**config.mk**
```make
export PLATFORM = sky130hd
export DESIGN_NAME = cpu_local_bus_priority_halt
export DESIGN_NICKNAME = d
export VERILOG_FILES = /design/src/hdl/bus_arb_pkg.sv /design/src/hdl/cpu_local_bus_priority_halt.sv
export VERILOG_INCLUDE_DIRS = /design/src /design/src/hdl
export SDC_FILE = /design/constraint.sdc
export NUM_CORES = 1
export LEC_CHECK = 0
export CORE_ASPECT_RATIO = 0.7
export CORE_UTILIZATION = 38
export CTS_BUF_LIST = sky130_fd_sc_hd__clkbuf_8
export CTS_CLUSTER_DIAMETER = 100
export CTS_CLUSTER_SIZE = 28
export DETAILED_ROUTE_END_ITERATION = 10
export DONT_BUFFER_PORTS = 1
export PLACE_DENSITY = 0.52
export REMOVE_ABC_BUFFERS = 1
export SLEW_MARGIN = 15
export SYNTH_ARGS = -nofsm -noshare
export SYNTH_HDL_FRONTEND = slang
export SYNTH_SLANG_ARGS = --single-unit
```
**constraint.sdc**
```tcl
create_clock -name clk_i -period 1.77 [get_ports clk_i]
set_clock_uncertainty 0.05 [all_clocks]
set_input_delay 0.2655 -clock clk_i [delete_from_list [all_inputs] [get_ports clk_i]]
set_output_delay 0.2655 -clock clk_i [all_outputs]
set_load 0.02 [all_outputs]
```
**src/hdl/bus_arb_regs.svh**
```systemverilog
// Constants for the local bus arbiter with halt and shutdown signalling.
// Notes on behaviour
// - Locked transfers win the bus first.
// - Odd-word second byte ranks second.
// - External hold request ranks third.
// - Coprocessor operand transfers rank fourth.
// - Execution-unit data transfers rank fifth.
// - Prefetch lowest; inhibited ahead of data transfers.
// - Halt instruction halts; multiple exceptions shut down.
// - Halt cycle: status low, memory select high.
// - Address bit one: high halt, low shutdown.
// - Halted device still serves coprocessor and hold.
// - Coprocessor overrun in shutdown stops coprocessor service.
// - Non-maskable interrupt or reset leaves both.
// - Enabled interrupt or overrun also leaves halt.
// - Next address presented during current data phase.
// - Code and memory status let decoders classify.
// - Processor clock is half the input clock.
// - Descriptor table accesses assert bus lock.
// - Lock may drop between multi-operand transfers.
// - One idle state after write before hold.
// - No hold until second acknowledge ends.
// - Prefetch only with two queue bytes free.
// - Lock inactive during last locked cycle.
`ifndef BUS_ARB_REGS_SVH
`define BUS_ARB_REGS_SVH
`define STAT_IDLE 2'h3
`define STAT_READ 2'h1
`define STAT_WRITE 2'h2
`define STAT_HALT 2'h0
`define STAT_INTA 2'h0
`define QUEUE_MIN_FREE 3'h2
`define SYS_CLK_PERIOD_NS 10
`define PROC_CLK_PERIOD_NS 20
`define PROC_CLK_DIV (`PROC_CLK_PERIOD_NS / `SYS_CLK_PERIOD_NS)
`endif

```
**src/hdl/bus_arb_pkg.sv**
```systemverilog
// Types shared by the local bus arbiter.
package bus_arb_pkg;
  typedef enum logic [2:0] {ST_IDLE, ST_SEND, ST_CMD, ST_WIDLE, ST_HOLD, ST_HALTOP} state_t;
  typedef enum logic [1:0] {MODE_RUN, MODE_HALT, MODE_SHUT} mode_t;
  typedef enum logic [2:0] {
    SRC_NONE, SRC_LOCK, SRC_SPLIT, SRC_HOLD, SRC_COPROC, SRC_EU, SRC_PREF
  } src_t;
  typedef struct packed {
    logic status_bit_one;
    logic status_bit_zero;
    logic code_or_intack_status;
    logic mem_io;
    logic addr_bit_one;
  } bus_status_t;
endpackage : bus_arb_pkg

```
**src/hdl/cpu_local_bus_priority_halt.sv**
```systemverilog
// Local bus arbiter with pipelined status and halt or shutdown cycles.
`timescale 1ns/1ps
`include "bus_arb_regs.svh"
module cpu_local_bus_priority_halt
  import bus_arb_pkg::*;
(
  // Clock and reset.
  input wire logic clk_i,
  input wire logic reset_n_i,
  // Internal requesters.
  input wire logic lock_req_i,
  input wire logic desc_access_i,
  input wire logic intack_req_i,
  input wire logic lock_last_i,
  input wire logic eu_req_i,
  input wire logic eu_soon_i,
  input wire logic [2:0] queue_free_i,
  input wire logic op_write_i,
  input wire logic op_io_i,
  input wire logic op_odd_word_i,
  // External requesters and bus completion.
  input wire logic hold_i,
  input wire logic coproc_operand_request_i,
  input wire logic ready_i,
  // Halt, shutdown and their exits.
  input wire logic halt_instruction_i,
  input wire logic multi_exception_i,
  input wire logic nmi_i,
  input wire logic maskable_irq_request_i,
  input wire logic irq_enable_i,
  input wire logic coproc_overrun_i,
  // Bus status pins.
  output logic status_bit_one_o,
  output logic status_bit_zero_o,
  output logic code_or_intack_status_o,
  output logic mem_io_o,
  output logic addr_bit_one_o,
  output logic lock_n_o,
  output logic bus_grant_ack_o,
  // Arbiter state.
  output src_t bus_src_o,
  output src_t next_src_o,
  output logic proc_clk_o,
  output logic halted_o,
  output logic shutdown_o
);

  logic ph_r, ph_nxt;
  state_t state_r, state_nxt;
  mode_t mode_r, mode_nxt;
  src_t src_r, src_nxt, next_r, next_nxt, pick;
  bus_status_t stat_r, stat_nxt;
  logic lock_n_r, lock_n_nxt, grant_r, grant_nxt;
  logic wr_r, wr_nxt, odd_r, odd_nxt, inta_r, inta_nxt;
  logic split_r, split_nxt, inta_second_r, inta_second_nxt;
  logic last_lock_r, last_lock_nxt, halt_pend_r, halt_pend_nxt;
  logic coproc_stop_r, coproc_stop_nxt;
  logic tick, run;

  // The processor clock is the input clock divided by two.
  always_comb begin
    ph_nxt = ~ph_r;
  end

  always_ff @(posedge clk_i) begin
    if (!reset_n_i) begin
      ph_r <= 1'b0;
    end else begin
      ph_r <= ph_nxt;
    end
  end

  assign tick = ph_r;
  assign run = (mode_r == MODE_RUN);

  // Halt and shutdown mode; reset leaves both through the synchronous reset.
  always_comb begin
    mode_nxt = mode_r;
    halt_pend_nxt = halt_pend_r;
    coproc_stop_nxt = coproc_stop_r;
    case (mode_r)
      MODE_RUN: begin
        if (multi_exception_i) begin
          mode_nxt = MODE_SHUT;
          halt_pend_nxt = 1'b1;
        end else if (halt_instruction_i) begin
          mode_nxt = MODE_HALT;
          halt_pend_nxt = 1'b1;
        end
      end
      MODE_HALT: begin
        if (nmi_i || (maskable_irq_request_i && irq_enable_i) || coproc_overrun_i) begin
          mode_nxt = MODE_RUN;
        end
      end
      default: begin
        if (nmi_i) begin
          mode_nxt = MODE_RUN;
          coproc_stop_nxt = 1'b0;
        end else if (coproc_overrun_i) begin
          coproc_stop_nxt = 1'b1;
        end
      end
    endcase
    if (tick && state_r == ST_HALTOP) begin
      halt_pend_nxt = 1'b0;
    end
    if (mode_nxt == MODE_RUN) begin
      halt_pend_nxt = 1'b0;
    end
  end

  always_ff @(posedge clk_i) begin
    if (!reset_n_i) begin
      mode_r <= MODE_RUN;
      halt_pend_r <= 1'b0;
      coproc_stop_r <= 1'b0;
    end else begin
      mode_r <= mode_nxt;
      halt_pend_r <= halt_pend_nxt;
      coproc_stop_r <= coproc_stop_nxt;
    end
  end

  // Fixed priority pick; only the halted set of requesters runs while stopped.
  always_comb begin
    if (run && (lock_req_i || desc_access_i || intack_req_i)) begin
      pick = SRC_LOCK;
    end else if (split_r) begin
      pick = SRC_SPLIT;
    end else if (hold_i && !inta_second_r) begin
      pick = SRC_HOLD;
    end else if (coproc_operand_request_i && !coproc_stop_r) begin
      pick = SRC_COPROC;
    end else if (run && eu_req_i) begin
      pick = SRC_EU;
    end else if (run && !eu_soon_i && queue_free_i >= `QUEUE_MIN_FREE) begin
      pick = SRC_PREF;
    end else begin
      pick = SRC_NONE;
    end
  end

  // Bus sequencer; it moves only on processor clock edges and picks only at
  // operation boundaries, so a late high-priority request never cuts in.
  always_comb begin
    state_nxt = state_r;
    src_nxt = src_r;
    next_nxt = next_r;
    stat_nxt = stat_r;
    lock_n_nxt = lock_n_r;
    grant_nxt = grant_r;
    wr_nxt = wr_r;
    odd_nxt = odd_r;
    inta_nxt = inta_r;
    split_nxt = split_r;
    inta_second_nxt = inta_second_r;
    last_lock_nxt = last_lock_r;
    if (tick) begin
      case (state_r)
        ST_IDLE: begin
          stat_nxt = '{1'b1, 1'b1, 1'b0, 1'b0, 1'b0};
          src_nxt = SRC_NONE;
          if (halt_pend_r && !split_r) begin
            state_nxt = ST_HALTOP;
            stat_nxt = '{1'b0, 1'b0, 1'b0, 1'b1, mode_r == MODE_HALT};
          end else if (pick == SRC_HOLD) begin
            state_nxt = ST_HOLD;
            grant_nxt = 1'b1;
            src_nxt = SRC_HOLD;
          end else if (pick != SRC_NONE) begin
            state_nxt = ST_SEND;
          end
        end
        ST_SEND: begin
          state_nxt = ST_CMD;
          stat_nxt.status_bit_one = 1'(`STAT_IDLE >> 1);
          stat_nxt.status_bit_zero = 1'(`STAT_IDLE & 2'h1);
        end
        ST_CMD: begin
          lock_n_nxt = 1'b1;
          next_nxt = pick;
          if (ready_i) begin
            if (inta_r) begin
              inta_second_nxt = ~inta_second_r;
            end
            if (src_r == SRC_SPLIT) begin
              split_nxt = 1'b0;
            end else if (odd_r) begin
              split_nxt = 1'b1;
            end
            if (pick == SRC_HOLD && !split_nxt && !(inta_r && !inta_second_r)) begin
              state_nxt = wr_r ? ST_WIDLE : ST_HOLD;
              grant_nxt = !wr_r;
              // The holder is shown as the source only once the grant is given.
              src_nxt = wr_r ? src_r : SRC_HOLD;
            end else begin
              state_nxt = ST_IDLE;
            end
            next_nxt = SRC_NONE;
          end
        end
        ST_WIDLE: begin
          state_nxt = ST_HOLD;
          grant_nxt = 1'b1;
          src_nxt = SRC_HOLD;
        end
        ST_HOLD: begin
          if (!hold_i) begin
            state_nxt = ST_IDLE;
            grant_nxt = 1'b0;
          end
        end
        default: begin
          state_nxt = ST_IDLE;
          stat_nxt = '{1'b1, 1'b1, 1'b0, 1'b0, 1'b0};
        end
      endcase
      // Launching an operation loads its class onto the status pins.
      if (state_r == ST_IDLE && state_nxt == ST_SEND) begin
        src_nxt = pick;
        inta_nxt = (pick == SRC_LOCK) && intack_req_i;
        wr_nxt = (pick == SRC_SPLIT) ? wr_r : (op_write_i && pick != SRC_PREF && !inta_nxt);
        odd_nxt = (pick != SRC_SPLIT) && (pick != SRC_PREF) && op_odd_word_i && !inta_nxt;
        last_lock_nxt = (pick == SRC_LOCK) && lock_last_i && !intack_req_i;
        lock_n_nxt = !((pick == SRC_LOCK) && (intack_req_i || !lock_last_i));
        if (inta_nxt) begin
          stat_nxt = '{1'(`STAT_INTA >> 1), 1'(`STAT_INTA & 2'h1), 1'b0, 1'b0, 1'b0};
        end else if (pick == SRC_PREF) begin
          stat_nxt = '{1'(`STAT_READ >> 1), 1'(`STAT_READ & 2'h1), 1'b1, 1'b1, 1'b0};
        end else if (wr_nxt) begin
          stat_nxt = '{1'(`STAT_WRITE >> 1), 1'(`STAT_WRITE & 2'h1), 1'b0, !op_io_i, 1'b0};
        end else begin
          stat_nxt = '{1'(`STAT_READ >> 1), 1'(`STAT_READ & 2'h1), 1'b0, !op_io_i, 1'b0};
        end
      end
    end
  end

  always_ff @(posedge clk_i) begin
    if (!reset_n_i) begin
      state_r <= ST_IDLE;
      src_r <= SRC_NONE;
      next_r <= SRC_NONE;
      stat_r <= '{1'b1, 1'b1, 1'b0, 1'b0, 1'b0};
      lock_n_r <= 1'b1;
      grant_r <= 1'b0;
      wr_r <= 1'b0;
      odd_r <= 1'b0;
      inta_r <= 1'b0;
      split_r <= 1'b0;
      inta_second_r <= 1'b0;
      last_lock_r <= 1'b0;
    end else begin
      state_r <= state_nxt;
      src_r <= src_nxt;
      next_r <= next_nxt;
      stat_r <= stat_nxt;
      lock_n_r <= lock_n_nxt;
      grant_r <= grant_nxt;
      wr_r <= wr_nxt;
      odd_r <= odd_nxt;
      inta_r <= inta_nxt;
      split_r <= split_nxt;
      inta_second_r <= inta_second_nxt;
      last_lock_r <= last_lock_nxt;
    end
  end

  // Every output is a flip-flop except halted_o and shutdown_o, which are decoded from mode_r.
  assign status_bit_one_o = stat_r.status_bit_one;
  assign status_bit_zero_o = stat_r.status_bit_zero;
  assign code_or_intack_status_o = stat_r.code_or_intack_status;
  assign mem_io_o = stat_r.mem_io;
  assign addr_bit_one_o = stat_r.addr_bit_one;
  assign lock_n_o = lock_n_r;
  assign bus_grant_ack_o = grant_r;
  assign bus_src_o = src_r;
  assign next_src_o = next_r;
  assign proc_clk_o = ph_r;
  assign halted_o = (mode_r == MODE_HALT);
  assign shutdown_o = (mode_r == MODE_SHUT);
endmodule : cpu_local_bus_priority_halt

```
==> results.py, run 1 <==
metrics = {
    "synthesis": {
        "ys_ff_latch": 26,
        "synthFlopType": "dfxtp_1",
        "yosys_warnings": 0,
        "syn_area_per_cell_um2": 8.10,
        "syn_area_um2": 1580,
        "ys_types": 51,
        "syn_inst": 195,
        "async_flop_share_pct": 0,
        "synth_edf_count": 0,
        "yosysSeqAreaShare_pct": 32.9,
    },
    "worst_setup_path": {
        "end_kind": "flop",
        "crit_fanout": 4,
        "cp-start-kind": "flop",
        "critPathLaunch": "mode_r[1]",
        "r2r_end": "wr_r",
        "r2r_cells": 5,
        "crit_arrival_ps": 2010,
        "reg2reg_from": "mode_r[1]",
        "crit_type": "flop to flop",
        "critPathCapture": "wr_r",
        "crit_required_ps": 1910,
        "rrSetupSlack_ps": -100,
    },
    "finish": {
        "drive_gt1_share_pct": 40.2,
        "diodes": 0,
        "area_growth_pct": 43.5,
        "final_common_cell": "buf_4",
        "final_area_um2": 2270,
        "layout_common_cells": "buf_4 (45), dfxtp_1 (20), nor2_1 (19)",
        "finalNonFillerCells": 291,
        "final_core_util_pct": 57.5,
        "layout.nets": 263,
    },
    "die": {
        "die_h_um": 56.0,
        "rows": 19,
        "io_pins": 39,
        "initial_core_util_pct": 40.0,
        "die_w_um": 79.1,
        "core_um2": 3950,
        "dieArea_um2": 4420,
    },
    "timing": {
        "setup_tns_ps": -385,
        "max_freq_mhz": 536,
        "period_minus_slack_ps": 1870,
        "hold_viol": 0,
        "setup_slack_ps": -95.2,
        "finalCritPeriodShare_pct": 105,
        "slew_viol_final": 0,
        "rsz0062_at_grt": "true",
        "setup_viol": 8,
        "tightest_slew_ps": 468,
        "maxSlewHeadroom_pct": 68.7,
    },
    "detailed_routing": {
        "wl_um": 5310,
        "postRouteAntennaNets": 0,
        "routedWlPerCell_um": 18.2,
        "drc": 0,
        "dr.pass1.iters": 4,
        "num_vias": 1672,
        "viasPerCell": 5.75,
        "drtIter0Drc": 46,
    },
    "grt": {
        "grt_max_degree": 15,
        "track_usage_pct": 24.2,
        "antenna_found_initial": 0,
        "grt_pass1_vias": 1620,
        "grt_overflow": 0,
        "grt_pass1_wl_um": 8170,
    },
    "pwr": {
        "pwr_density_cell_nw_per_um2": 730,
        "vdd_ir_drop_max_v": 0.000426,
        "total_power_uw": 1660,
        "p_leak_uw": 0.000909,
    },
    "clocking": {
        "clock_latency_ps": 280,
        "htreeDepth": 1,
        "cts-root-buf": "clkbuf_8",
        "cts_tree": "done",
        "path_clk_slew_ps": 100,
        "clkSinkCount": 26,
        "cts_buffers": 3,
        "cts_buffer_depth": 2,
    },
    "run_status": {
        "status": "complete, but fails checks",
        "violations": "negative setup slack",
    },
    "placed_design": {
        "place_area_um2": 1950,
        "dp_hpwl_um": 3810,
        "gp_congestion": 0.903,
        "dp_cells": 283,
        "io_buffers": 0,
    },
    "flow_run": {
        "max-cap-violations": 0,
    },
    "hold_path": {
        "worstHoldPathType": "input pin to flop",
    },
}
cell type report:
type / instances / area (um2)
Multi-Input combinational cell: 153 / 1210
Fill cell: 362 / 1680
Timing Repair Buffer: 49 / 382
Tap cell: 52 / 65.1
Inverter: 7 / 26.3
Sequential cell: 26 / 533
Clock buffer: 4 / 55.1
registers in the layout, indices dropped and copies added (netlist names):
register	count
halt_pend_r	1
wr_r	1
mem_io_o	1
code_or_intack_status_o	1
status_bit_zero_o	1
state_r	3
addr_bit_one_o	1
proc_clk_o	1
coproc_stop_r	1
next_src_o	3
mode_r	2
bus_src_o	3
lock_n_o	1
bus_grant_ack_o	1
split_r	1
inta_second_r	1
inta_r	1
status_bit_one_o	1
odd_r	1
routing by layer:
layer	wire length, um	GRT usage, %	vias to the layer above
li1	-	-	823
met1	2490	33.8	800
met2	2440	36.8	42
met3	335	7.21	7
met4	52	4.68	0
met5	0	0	-
worst max-delay path, stage by stage (launching register included):
cell      delay (ps)
dfxtp_4          370
or2_4            280
nor4b_4          320
o211ai_1         210
mux2_4           380
o31ai_4          170
repair_timing:
action                     4_1_cts  5_1_grt
resized for setup               31       22
cloned                           0        0
setup endpoints to repair       17       17
hold buffers                     0        1
hold endpoints to repair         0        1
buffers inserted                 2        2
pin swaps                       12       20
report_power, final:
group | switching, uW | internal [uW]
sequential | 40.4 | 621
clock | 199 | 199
combinational | 315 | 280
Yosys cell counts (2+ instances only):
master     number  area [um2]
nor2_1         20        75.1
a31oi_1         5        31.3
o211a_1         5        50.1
nand4_1         3        18.8
o21a_1          2        15.0
dfxtp_1        26         521
a2111oi_0       2        17.5
o221ai_1        3        26.3
and2_1          4        25.0
o31ai_1         2        15.0
a22oi_1         2        15.0
or3b_2          3        26.3
a21oi_1        15        75.1
and3_1          4        25.0
clkbuf_1        8        30.0
nor2b_1         8        50.1
o211ai_1        2        15.0
o221a_2         2        22.5
a31o_2          2        17.5
nand3b_1        2        15.0
or3_1           3        18.8
nand2_1        10        37.5
a211oi_1        4        30.0
nand3_1         6        30.0
nor3_1          4        20.0
nand2b_1        4        25.0
or4_1           2        15.0
inv_1           7        26.3
o21ai_0        11        55.1
or2_2           3        18.8
cells by family after synthesis:
group,Yosys count,synth area share (%)
AO/OA/AOI/OAI,68,31.6
buffers and inverters,16,3.88
AND/OR/NAND/NOR,82,29.7
flip-flops,26,32.9
multiplexers,2,1.35
XOR/XNOR,1,0.554
worst min path at each step:
stage	startpoint	to	slack, ps	depth (start not counted)
finish	reset_n_i	lock_n_o	20	1
CTS	reset_n_i	status_bit_one_o	4	1
global placement	reset_n_i	status_bit_zero_o	300	1
floorplan	reset_n_i	lock_n_o	290	1
detailed placement	reset_n_i	lock_n_o	300	1
global route	reset_n_i	lock_n_o	5	1
stage by stage:
stage,hold slack [ps],setup WS [ps]
after CTS,4.05,-98.0
final,15.5,-95.2
after floorplan,292,-162
after global routing,5.11,-147
after global placement,303,-257
after detailed placement,302,-326
No activity file was read; power rests on OpenSTA's default activity.
==> run 2: changes to the inputs <==
--- a/config.mk
+++ b/config.mk
@@ -6,7 +6,7 @@
 export SDC_FILE = /design/constraint.sdc
 export NUM_CORES = 1
 export LEC_CHECK = 0
-export CORE_ASPECT_RATIO = 0.7
+export CORE_ASPECT_RATIO = 0.8
 export CORE_UTILIZATION = 38
 export CTS_BUF_LIST = sky130_fd_sc_hd__clkbuf_8
 export CTS_CLUSTER_DIAMETER = 100
==> constraint.sdc (replaced) <==
create_clock -name clk_i -period 1.55 [get_ports clk_i]
set_clock_uncertainty 0.05 [all_clocks]
set_input_delay 0.2325 -clock clk_i [delete_from_list [all_inputs] [get_ports clk_i]]
set_output_delay 0.2325 -clock clk_i [all_outputs]
set_load 0.02 [all_outputs]
==> results.py, run 2 (synthesized netlist as in run 1, its figures left out) <==
metrics = {
    "run_status": {
        "status": "complete, but fails checks",
        "violations": "negative setup slack",
    },
    "finish": {
        "multi_input_area_um2": 1160,
        "layout.nets": 269,
        "diodes": 0,
        "final_common_cell": "buf_4",
        "layout_common_cells": "buf_4 (47), dfxtp_1 (20), nor2_1 (19)",
        "area_growth_pct": 44.7,
        "finalNonFillerCells": 300,
        "fillerInstances": 360,
        "drive_gt1_share_pct": 40.4,
        "regArea_um2": 533,
    },
    "worst_setup_path": {
        "crit_arrival_ps": 2020,
        "crit_fanout": 7,
        "cp-start-kind": "flop",
        "crit_buf_inv": 0,
        "critPathLaunch": "mode_r[1]",
        "crit_type": "flop to flop",
        "end_kind": "flop",
        "cpPeakStageDelay_ps": 480,
        "cp_top_family": "simple AND/OR/NAND/NOR gates",
        "reg2reg_from": "mode_r[1]",
        "crit_chain": "or3b_2 > o211a_4 > and3_1 > o41ai_4 > o211a_1",
        "cp_slowest_cell": "or3b_2",
        "crit_required_ps": 1730,
    },
    "timing": {
        "max_freq_mhz": 543,
        "finalCritPeriodShare_pct": 119,
        "maxSlewHeadroom_pct": 70.6,
        "hold_viol": 0,
        "tightest_slew_ps": 436,
        "slew_viol_final": 0,
        "setup_slack_ps": -292,
        "rsz0062_at_grt": "true",
        "setup_tns_ps": -3340,
        "period_minus_slack_ps": 1840,
        "setup_viol": 17,
        "hold_ws_ps": 23.0,
    },
    "grt": {
        "grt_overflow": 0,
        "grt_pass1_vias": 1703,
        "grt_max_degree": 15,
        "track_usage_pct": 25.3,
        "antenna_found_initial": 0,
        "grt_pass1_wl_um": 8260,
    },
    "clocking": {
        "cts_buffer_depth": 2,
        "cts_buffers": 3,
        "cts-root-buf": "clkbuf_8",
        "path_clk_slew_ps": 90,
        "cts_tree": "done",
        "htreeDepth": 1,
        "clkSinkCount": 26,
        "clock_latency_ps": 280,
    },
    "pwr": {
        "vdd_ir_drop_max_v": 0.000506,
        "p_leak_uw": 0.000933,
        "pwr_density_cell_nw_per_um2": 831,
    },
    "placed_design": {
        "dp_cells": 291,
        "dp_hpwl_um": 3970,
        "gp_congestion": 0.847,
        "io_buffers": 0,
    },
    "detailed_routing": {
        "postRouteAntennaNets": 0,
        "drc": 0,
        "num_vias": 1737,
        "viasPerCell": 5.79,
        "drtIter0Drc": 79,
        "routedWlPerCell_um": 18.1,
        "dr.pass1.iters": 4,
        "wl_um": 5420,
    },
    "die": {
        "rows": 20,
        "die_h_um": 59.7,
        "dieArea_um2": 4420,
        "core_um2": 3880,
        "die_w_um": 74.1,
        "initial_core_util_pct": 40.7,
        "io_pins": 39,
    },
    "hold_path": {
        "min_from": "reset_n_i",
        "worstHoldPathType": "input pin to flop",
    },
    "flow_run": {
        "max-cap-violations": 0,
    },
}
-- run 2: changes by cell type in the layout (fill, tap and decap cells not counted), sizes merged --
cell / before / now
buf: 48 / 53
dlygate4sd3: 1 / 2
-- run 2: worst paths after layout --
path / cells past startpoint / to / slack (ps)
setup / recovery: 5 / bus_src_o[1] / -290
setup reg to reg: 5 / bus_src_o[1] / -290
hold / removal: 1 / state_r[1] / 20
hold reg to reg: 2 / coproc_stop_r / 500
-- run 2: repair_timing --
| action | 4_1_cts | 5_1_grt |
|---|---|---|
| hold buffers | 2 | 0 |
| hold endpoints to repair | 4 | 0 |
| gates resized for setup | 35 | 17 |
| setup endpoints to repair | 19 | 21 |
| setup buffers | 1 | 2 |
| pin swaps | 9 | 11 |
-- run 2: cell type report --
cell class	instances	area share [%]
inverters	7	1.15
multi-input cells	153	50.9
well taps	55	3.01
repair buffers	55	19.3
clock buffers	4	2.41
flip-flops and latches	26	23.3
-- run 2: power by group --
group | internal, uW | leakage [uW] | total, uW | switching, uW
registers | 710 | 0.000215 | 757 | 47.1
clock network | 228 | 0.0000288 | 451 | 223
logic | 337 | 0.000689 | 692 | 356
total | 1270 | 0.000933 | 1900 | 626
-- run 2: stage by stage --
stage	util, %	cell area (um2)	worst slack (ps)	power [uW]
detailed placement	51.3	1990	-528	1330
floorplan	-	1550	-382	1060
CTS	56.8	2200	-273	1860
global placement	51.3	1990	-425	1320
global route	59.0	2290	-330	1990
finish	59.0	2290	-292	1900
-- run 2: per-layer routing --
layer	GRT usage [%]	routed length [um]	share of wire [%]
met1	33.2	2520	47
met2	41.9	2560	47
met3	5.40	274	5.1
met4	7.14	61	1.1
met5	0	0	0
-- run 2: worst register-to-register path, stage by stage, from the launching register on --
cell and delay (ps):
dfxtp_2 360, or3b_2 480, o211a_4 190, and3_1 220, o41ai_4 310, o211a_1 190
